==> src/lsfac_pkg.sv <==
/*
  constants, types and timing counts for the led sink fault/adapt controller.
  assumes a 20 MHz clock; all timing counts derive from it.
*/
package lsfac_pkg;
  localparam int CLK_HZ = 20_000_000;
  localparam int NS_PER_S = 1_000_000_000;
  localparam int CLK_NS = NS_PER_S / CLK_HZ;
  localparam int NUM_SINKS = 3;
  // times in ns
  localparam longint FILT_NS = 1_000;
  localparam longint CLR_MIN_NS = 2_000;
  localparam longint CLR_MAX_NS = 20_000;
  localparam longint SHORT_FILT_NS = 100_000;
  localparam longint OVP_LONG_NS = 560_000_000;
  localparam longint OVP_SHORT_NS = 50_000_000;
  localparam longint OVP_RESTORE_NS = 160_000_000;
  localparam longint RECOVER_NS = 100_000_000;
  localparam longint SENSE_NS = 10_000;
  localparam longint NUDGE_NS = 100_000;
  localparam longint STEP_NS = 10_000;
  // least times round up
  localparam int FILT_CYC = int'((FILT_NS + CLK_NS - 1) / CLK_NS);
  localparam int CLR_MIN_CYC = int'((CLR_MIN_NS + CLK_NS - 1) / CLK_NS);
  localparam int CLR_MAX_CYC = int'(CLR_MAX_NS / CLK_NS);
  localparam int SHORT_FILT_CYC = int'((SHORT_FILT_NS + CLK_NS - 1) / CLK_NS);
  localparam int OVP_LONG_CYC = int'((OVP_LONG_NS + CLK_NS - 1) / CLK_NS);
  localparam int OVP_SHORT_CYC = int'((OVP_SHORT_NS + CLK_NS - 1) / CLK_NS);
  localparam int OVP_RESTORE_CYC = int'((OVP_RESTORE_NS + CLK_NS - 1) / CLK_NS);
  localparam int RECOVER_CYC = int'((RECOVER_NS + CLK_NS - 1) / CLK_NS);
  localparam int SENSE_CYC = int'((SENSE_NS + CLK_NS - 1) / CLK_NS);
  localparam int NUDGE_CYC = int'((NUDGE_NS + CLK_NS - 1) / CLK_NS);
  localparam int STEP_CYC = int'((STEP_NS + CLK_NS - 1) / CLK_NS);
  // adaptive target code
  localparam logic [7:0] CODE_MIN = 8'h00;
  localparam logic [7:0] CODE_MAX = 8'hFF;
  localparam logic [7:0] CODE_INIT = 8'hE1;

  typedef enum logic [2:0] {
    LSFAC_STANDBY = 3'b000,
    LSFAC_SENSE   = 3'b001,
    LSFAC_ACTIVE  = 3'b011,
    LSFAC_RECOVER = 3'b010
  } lsfac_state_e;

  // raw headroom flags for one sink
  typedef struct packed {
    logic aboveHigh;
    logic aboveMid;
    logic aboveLow;
  } lsfac_head_s;

  // analog protection flags
  typedef struct packed {
    logic outOver;
    logic inOver;
    logic inUnder;
    logic thermHot;
    logic thermClear;
  } lsfac_prot_s;
endpackage : lsfac_pkg

==> src/lsfac_top.sv <==
/*
  led sink fault and adaptive target controller, single clock.
  assumes synchronous inputs from the analog section and a 20 MHz clock.
*/
`timescale 1ns/10ps
module lsfac_top #(
  parameter int OVP_LONG    = lsfac_pkg::OVP_LONG_CYC,
  parameter int OVP_SHORT   = lsfac_pkg::OVP_SHORT_CYC,
  parameter int OVP_RESTORE = lsfac_pkg::OVP_RESTORE_CYC,
  parameter int RECOVER     = lsfac_pkg::RECOVER_CYC,
  parameter int NUDGE       = lsfac_pkg::NUDGE_CYC,
  parameter int STEP        = lsfac_pkg::STEP_CYC
) (
  // clock and reset
  input  wire logic                 clk,
  input  wire logic                 srst,
  // host side
  input  wire logic                 enableSupplyInput,
  input  wire logic                 pwmIn,
  // analog flags
  input  wire logic [2:0]           sinkGrounded,
  input  wire lsfac_pkg::lsfac_head_s [2:0] headRaw,
  input  wire lsfac_pkg::lsfac_prot_s       protRaw,
  // outputs
  output logic [2:0]                sinkEnable,
  output logic                      converterEnable,
  output logic [7:0]                targetCode,
  output logic                      faultOut,
  output logic                      faultOe,
  output logic [2:0]                openStringFault,
  output logic [2:0]                shortedStringFault,
  output logic                      inputOvervoltageFault,
  output logic                      inputUndervoltageFault,
  output logic                      thermalShutdownFault
);
  import lsfac_pkg::*;

  lsfac_state_e state_r;
  logic [2:0]   excluded_r;
  logic [2:0]   lowF_r, midF_r, highF_r;
  logic [2:0]   lowOk, midOk, highOk;
  logic [31:0]  stCnt_r;
  logic [15:0]  enLowCnt_r;
  logic         enPrev_r;
  logic [31:0]  stepCnt_r;
  logic [31:0]  nudgeCnt_r;
  logic [31:0]  ovoCnt_r, oviCnt_r, uvCnt_r;
  logic [31:0]  activeCnt_r;
  logic         ovpShort_r;
  logic [2:0]   usable, openNew, shortNew;
  logic         anyLow, allMid, inWindow, protFault, clrPulse, longLow;

  // headroom filters, one per flag
  genvar g;
  generate
    for (g = 0; g < NUM_SINKS; g++) begin : gFilt
      lsfac_filt uLow (.clk(clk), .srst(srst), .din(headRaw[g].aboveLow),
        .dout(lowOk[g]));
      lsfac_filt uMid (.clk(clk), .srst(srst), .din(headRaw[g].aboveMid),
        .dout(midOk[g]));
      lsfac_filt uHigh (.clk(clk), .srst(srst), .din(headRaw[g].aboveHigh),
        .dout(highOk[g]));
    end
  endgenerate
  always_ff @(posedge clk) begin
    lowF_r  <= lowOk;
    midF_r  <= midOk;
    highF_r <= highOk;
  end

  assign usable   = ~excluded_r & ~openStringFault & ~shortedStringFault;
  assign anyLow   = |(usable & ~lowF_r);
  assign allMid   = (usable != 3'b000) && ((usable & ~midF_r) == 3'b000);
  assign inWindow = |(usable & lowF_r & ~highF_r);
  assign openNew  = (state_r == LSFAC_ACTIVE && targetCode == CODE_MAX)
                    ? (usable & ~lowF_r) : 3'b000;
  assign shortNew = (state_r == LSFAC_ACTIVE && inWindow)
                    ? (usable & highF_r) : 3'b000;
  assign protFault = inputOvervoltageFault | inputUndervoltageFault
                   | thermalShutdownFault;
  assign longLow  = !enableSupplyInput && enLowCnt_r > 16'(CLR_MAX_CYC);
  assign clrPulse = enableSupplyInput && !enPrev_r
                    && enLowCnt_r >= 16'(CLR_MIN_CYC)
                    && enLowCnt_r <= 16'(CLR_MAX_CYC);

  // enable low-pulse timer
  always_ff @(posedge clk) begin
    if (srst) begin
      enPrev_r   <= 1'b0;
      enLowCnt_r <= 16'h0000;
    end else begin
      enPrev_r <= enableSupplyInput;
      if (enableSupplyInput)
        enLowCnt_r <= 16'h0000;
      else if (enLowCnt_r != 16'hFFFF)
        enLowCnt_r <= enLowCnt_r + 16'h0001;
    end
  end

  // main state machine
  always_ff @(posedge clk) begin
    if (srst) begin
      state_r    <= LSFAC_STANDBY;
      stCnt_r    <= '0;
      excluded_r <= 3'b000;
    end else begin
      stCnt_r <= stCnt_r + 32'd1;
      case (state_r)
        LSFAC_STANDBY: begin
          stCnt_r <= '0;
          if (enableSupplyInput) state_r <= LSFAC_SENSE;
        end
        LSFAC_SENSE: begin
          if (longLow) state_r <= LSFAC_STANDBY;
          else if (protFault) begin
            state_r <= LSFAC_RECOVER;
            stCnt_r <= '0;
          end else if (stCnt_r >= 32'(SENSE_CYC)) begin
            excluded_r <= sinkGrounded;
            state_r    <= LSFAC_ACTIVE;
          end
        end
        LSFAC_ACTIVE: begin
          if (longLow) state_r <= LSFAC_STANDBY;
          else if (protFault) begin
            state_r <= LSFAC_RECOVER;
            stCnt_r <= '0;
          end
        end
        LSFAC_RECOVER: begin
          if (longLow) state_r <= LSFAC_STANDBY;
          else if (stCnt_r >= 32'(RECOVER) && !protRaw.inOver
                   && !protRaw.inUnder && !protRaw.outOver
                   && protRaw.thermClear)
            state_r <= LSFAC_ACTIVE;
        end
        default: state_r <= LSFAC_STANDBY;
      endcase
    end
  end

  // string faults, latched; a detection in the clear cycle still latches
  always_ff @(posedge clk) begin
    if (srst || state_r == LSFAC_STANDBY) begin
      openStringFault    <= 3'b000;
      shortedStringFault <= 3'b000;
    end else begin
      openStringFault    <= (clrPulse ? 3'b000 : openStringFault)
                            | openNew;
      shortedStringFault <= (clrPulse ? 3'b000 : shortedStringFault)
                            | shortNew;
    end
  end

  // adaptive target
  always_ff @(posedge clk) begin
    if (srst || state_r != LSFAC_ACTIVE) begin
      targetCode <= CODE_INIT;
      stepCnt_r  <= '0;
      nudgeCnt_r <= '0;
    end else begin
      stepCnt_r  <= (stepCnt_r >= 32'(STEP - 1)) ? '0 : stepCnt_r + 32'd1;
      nudgeCnt_r <= (nudgeCnt_r >= 32'(NUDGE - 1)) ? '0 : nudgeCnt_r + 32'd1;
      if (stepCnt_r == '0) begin
        if (anyLow) begin
          if (targetCode != CODE_MAX)
            targetCode <= targetCode + 8'h01;
        end else if (allMid || nudgeCnt_r == '0) begin
          if (targetCode != CODE_MIN)
            targetCode <= targetCode - 8'h01;
        end
        // otherwise none below low, not all above mid and no nudge due: hold
      end
    end
  end

  // protection filters
  always_ff @(posedge clk) begin
    if (srst || state_r == LSFAC_STANDBY) begin
      ovoCnt_r <= '0;
      oviCnt_r <= '0;
      thermalShutdownFault   <= 1'b0;
      inputOvervoltageFault  <= 1'b0;
    end else begin
      ovoCnt_r <= protRaw.outOver ? ovoCnt_r + 32'd1 : '0;
      oviCnt_r <= (protRaw.inOver && state_r == LSFAC_ACTIVE)
                  ? oviCnt_r + 32'd1 : '0;
      if (state_r == LSFAC_RECOVER) begin
        inputOvervoltageFault <= 1'b0;
        thermalShutdownFault  <= 1'b0;
      end else begin
        if (ovoCnt_r >= 32'(SHORT_FILT_CYC - 1)
            || oviCnt_r >= 32'((ovpShort_r ? OVP_SHORT : OVP_LONG) - 1))
          inputOvervoltageFault <= 1'b1;
        if (protRaw.thermHot)
          thermalShutdownFault <= 1'b1;
      end
    end
  end

  // undervoltage, every mode
  always_ff @(posedge clk) begin
    if (srst) begin
      uvCnt_r <= '0;
      inputUndervoltageFault <= 1'b0;
    end else begin
      uvCnt_r <= protRaw.inUnder ? uvCnt_r + 32'd1 : '0;
      inputUndervoltageFault <= uvCnt_r >= 32'(SHORT_FILT_CYC - 1)
                                && protRaw.inUnder;
    end
  end

  // shortened ovp filter after an overvoltage fault, restored after long active run
  always_ff @(posedge clk) begin
    if (srst || state_r == LSFAC_STANDBY) begin
      ovpShort_r  <= 1'b0;
      activeCnt_r <= '0;
    end else if (inputOvervoltageFault) begin
      ovpShort_r  <= 1'b1;
      activeCnt_r <= '0;
    end else if (state_r == LSFAC_ACTIVE) begin
      if (activeCnt_r >= 32'(OVP_RESTORE - 1))
        ovpShort_r <= 1'b0;
      else
        activeCnt_r <= activeCnt_r + 32'd1;
    end else
      activeCnt_r <= '0;
  end

  // outputs, registered
  always_ff @(posedge clk) begin
    if (srst) begin
      sinkEnable      <= 3'b000;
      converterEnable <= 1'b0;
      faultOut        <= 1'b0;
      faultOe         <= 1'b0;
    end else begin
      // a fresh protection fault shuts off on the same edge as the state change, not a cycle later
      converterEnable <= !protFault
                         && (state_r == LSFAC_ACTIVE || state_r == LSFAC_SENSE);
      sinkEnable      <= (state_r == LSFAC_ACTIVE && enableSupplyInput
                          && !protFault)
                         ? (usable & {3{pwmIn}}) : 3'b000;
      // open drain: driving low means fault
      faultOe <= protFault || state_r == LSFAC_RECOVER
                 || |openStringFault || |shortedStringFault;
      faultOut <= 1'b0;
    end
  end
endmodule : lsfac_top

// one-flag persistence filter; output follows input once stable FILT_CYC
module lsfac_filt (
  input  wire logic clk,
  input  wire logic srst,
  input  wire logic din,
  output logic      dout
);
  import lsfac_pkg::*;
  logic [7:0] cnt_r;
  logic       last_r;
  always_ff @(posedge clk) begin
    if (srst) begin
      cnt_r  <= 8'h00;
      last_r <= 1'b0;
      dout   <= 1'b0;
    end else begin
      last_r <= din;
      if (din != last_r)
        cnt_r <= 8'h00;
      else if (cnt_r < 8'(FILT_CYC))
        cnt_r <= cnt_r + 8'h01;
      else
        dout <= last_r;
    end
  end
endmodule : lsfac_filt

==> config.mk <==
export PLATFORM = sky130hd
export DESIGN_NAME = lsfac_top
export DESIGN_NICKNAME = d
export VERILOG_FILES = /design/src/lsfac_pkg.sv /design/src/lsfac_top.sv
export SDC_FILE = /design/constraint.sdc
export NUM_CORES = 1
export LEC_CHECK = 0
export BUFFER_PORTS_ARGS = -buffer_cell sky130_fd_sc_hd__buf_4
export CORE_MARGIN = 8
export CORE_UTILIZATION = 45
export DETAILED_ROUTE_END_ITERATION = 10
export GPL_TIMING_DRIVEN = 0
export PLACE_DENSITY_LB_ADDON = 0.12
export SYNTH_ARGS = -nofsm -noshare
export SYNTH_HDL_FRONTEND = slang
export SYNTH_SLANG_ARGS = --single-unit
==> constraint.sdc <==
create_clock -name clk -period 4.7 [get_ports clk]
set_input_delay 0.94 -clock clk [delete_from_list [all_inputs] [get_ports clk]]
set_output_delay 0.94 -clock clk [all_outputs]
set_load 0.005 [all_outputs]
==> results_dict.tcl <==
set metrics [dict create \
    status "finished, final reports clean" \
    async_reset_ff_share_pct 0 \
    setup_ws_ns 1.65 \
    worstSetupPathType "reg -> reg" \
    clkTransAtPathRegs_ns 0.06 \
    drc 0 \
    dpl.hpwl_microns 21100 \
    slew_headroom_pct 42.6 \
    period_share_pct 65.0 \
    slew_viol_final 0 \
    clkSinkCount 368 \
    irDropWorstVdd_mv 0.275 \
    startpoint "openStringFault[0]" \
    grt_pass1_vias 10700 \
    synth-seq-cells 368 \
    post_cts_buffers 0 \
    regArea_sq_um 7370 \
    place.port_buffers 42 \
    grt_overflow 0 \
    multi_input_area_sq_um 7460 \
    hold_path_class "reg -> reg" \
    antenna_found_initial 2 \
    fin_worst_skew_ns 0.0136 \
    grt_first_pass_wirelength_microns 50800 \
    synth_compound_area_share_pct 6.14 \
    layout_commonest_cell "dfxtp_1" \
    via_per_inst 5.09 \
    drive_above_1_share_pct 7.35 \
    numCtsBuffers 41 \
    synth-simple-area-share_pct 27.2 \
    yosysSeqAreaShare_pct 49.4 \
    gp_congestion 0.811 \
    worst_slew_pin_slew_ns 0.857 \
    p_leak_uw 0.00637 \
    synth_flop_cell "dfxtp_1" \
    r2r-start "openStringFault[0]" \
    crit_path_end_kind "register" \
    power_uw 6500 \
    clockBufferDepth 3 \
    netlist_instances 1609 \
    die_area_sq_um 39300 \
    synth_cell_types 69 \
    drt-total-wl_microns 29800 \
    final_nets 1799 \
    routedWlPerCell_microns 13.5 \
    clock_latency_ns 0.53 \
    grtUsageTotal_pct 15.3 \
    avgSynthCellArea_sq_um 9.28 \
    htreeDepth 2 \
    ctsHoldBuffers 0 \
    place_ws_ns 1.54 \
    fill_cells 3021 \
    grt_max_degree 14 \
    drt_iter0_drc 430 \
    fin_crit_ns 3.05 \
    die_h_microns 198 \
    required_ns 5.10 \
    vias 11300 \
    drv_cap 0 \
    ant_nets 0 \
    critPathLaunchType "register" \
    fmax_mhz 327 \
    layout_common_cells "dfxtp_1 (368), nor2_1 (259), xor2_1 (110)" \
    start_util_pct 45.8 \
    arrival_ns 3.45 \
    holdCritStartpoint "gFilt[0].uMid.dout" \
    rsz0062_at_grt "no" \
    tns_ns 0 \
    synthMuxAreaShare_pct 0.939 \
    first_pass_iters 5 \
    ctsResizeCount 0 \
    synth_area_sq_um 14900 \
    cts_tree "done" \
    setup_viol 0 \
    synthAdderAreaFrac_pct 3.32 \
    synth_top_family_by_area "simple AND/OR/NAND/NOR gates" \
    synthToLayoutAreaGrowth_pct 15.9 \
    synth_edf_count 0 \
    pin_count 44 \
    die_w_microns 198 \
    fp.coreArea_sq_um 32600 \
    hold_viol 0 \
    diodes 0 \
    worstPathMaxFanout 10 \
    cts_root_buf "clkbuf_16" \
    rows 66 \
    synthXorXnorAreaFrac_pct 11.2 \
    ys_warn_count 0 \
    power.density_nw_per_um2 376 \
]
[cell usage after synthesis (all sizes together), types with 3 or more instances]
master	number	area share [%]
dfxtp	368	49
nor2	259	6.5
xor2	110	6.5
nand3	97	3.3
nand2	92	2.3
xnor2	81	4.8
nor4	53	2.4
nand4	52	2.2
o21ai	49	1.6
nor3	46	1.6
and3	42	1.8
ha	38	3.2
a21oi	36	1.2
and2	36	1.5
nor2b	34	1.4
clkbuf	31	0.78
inv	26	0.65
and4	14	0.82
mux2i	14	0.94
nand2b	14	0.59
nor4b	14	1.3
or3	14	0.59
a41oi	10	0.59
buf	10	0.37
a31oi	9	0.38
nand3b	4	0.20
o211ai	4	0.20
or2	4	0.17
or4	4	0.23
a211o	3	0.18
a21boi	3	0.15
a22oi	3	0.15
a32oi	3	0.18
o21bai	3	0.15
[through the flow]
| stage | util (%) | cells | hold slack (ns) | instance area [sq um] |
|---|---|---|---|---|
| CTS | 53.0 | 2210 | 0.365 | 17300 |
| detailed placement | 48.9 | 2138 | 0.356 | 16000 |
| finish | 53.0 | 2210 | 0.364 | 17300 |
| global placement | 48.9 | 2138 | 0.353 | 16000 |
| floorplan | - | 1654 | 0.340 | 15100 |
| global route | 53.0 | 2210 | 0.369 | 17300 |
[cells by family after synthesis]
logic type	count (synthesis)
buffers and inverters	67
DFF	368
muxes	14
and+or+nand+nor	785
adders and majority gates	39
xor gates and xnor gates	191
other	1
AOI/OAI and AO/OA	144
[per-layer routing]
layer,part of all wire [%],track usage [%],vias up
li1,-,-,5818
met1,49,20.1,5265
met2,45,24.8,105
met3,3.8,3.07,63
met4,2.3,5.06,4
met5,0.091,0,-
[final timing paths]
path	end	slack [ns]	depth (start not counted)
min	midF_r[0]	0.36	0
max reg2reg	targetCode[6]	1.65	10
min reg2reg	midF_r[0]	0.36	0
max	targetCode[6]	1.65	10
[area by class of cell]
class,instances,share of cell area (%)
buffer,41,0.991
timing repair buffer,42,1.82
multi-input combinational,1219,43.1
clock buffer,62,6.96
tap,442,3.20
sequential,368,42.6
inverter,26,0.564
clock inverter,10,0.767
[worst max-delay path, stage by stage (launching register included)]
cell	delay (ns)
dfxtp_1	0.47
nor4_1	0.12
nor3_2	0.72
inv_1	0.13
fa_1	0.45
nor2b_1	0.12
o21ai_0	0.10
a21boi_0	0.36
mux2i_1	0.23
a22o_1	0.15
nand3_1	0.07
[report_power, final]
group / leakage, uW / internal [uW] / switching, uW / total [uW]
registers: 0.00299 / 3160 / 26.4 / 3190
logic: 0.00272 / 58.2 / 93.8 / 152
clock network: 0.000661 / 1930 / 1230 / 3160
[sequential cells by signal, summed over array words and instances, names as in the netlist, 8 cells and up]
| register | flops |
|---|---|
| activeCnt_r | 32 |
| stCnt_r | 32 |
| enLowCnt_r | 16 |
| gFilt.uMid.cnt_r | 24 |
| gFilt.uHigh.cnt_r | 24 |
| nudgeCnt_r | 32 |
| uvCnt_r | 32 |
| oviCnt_r | 32 |
| gFilt.uLow.cnt_r | 24 |
| ovoCnt_r | 32 |
| stepCnt_r | 32 |
| targetCode | 8 |
No activity file was read; power rests on OpenSTA's default activity.
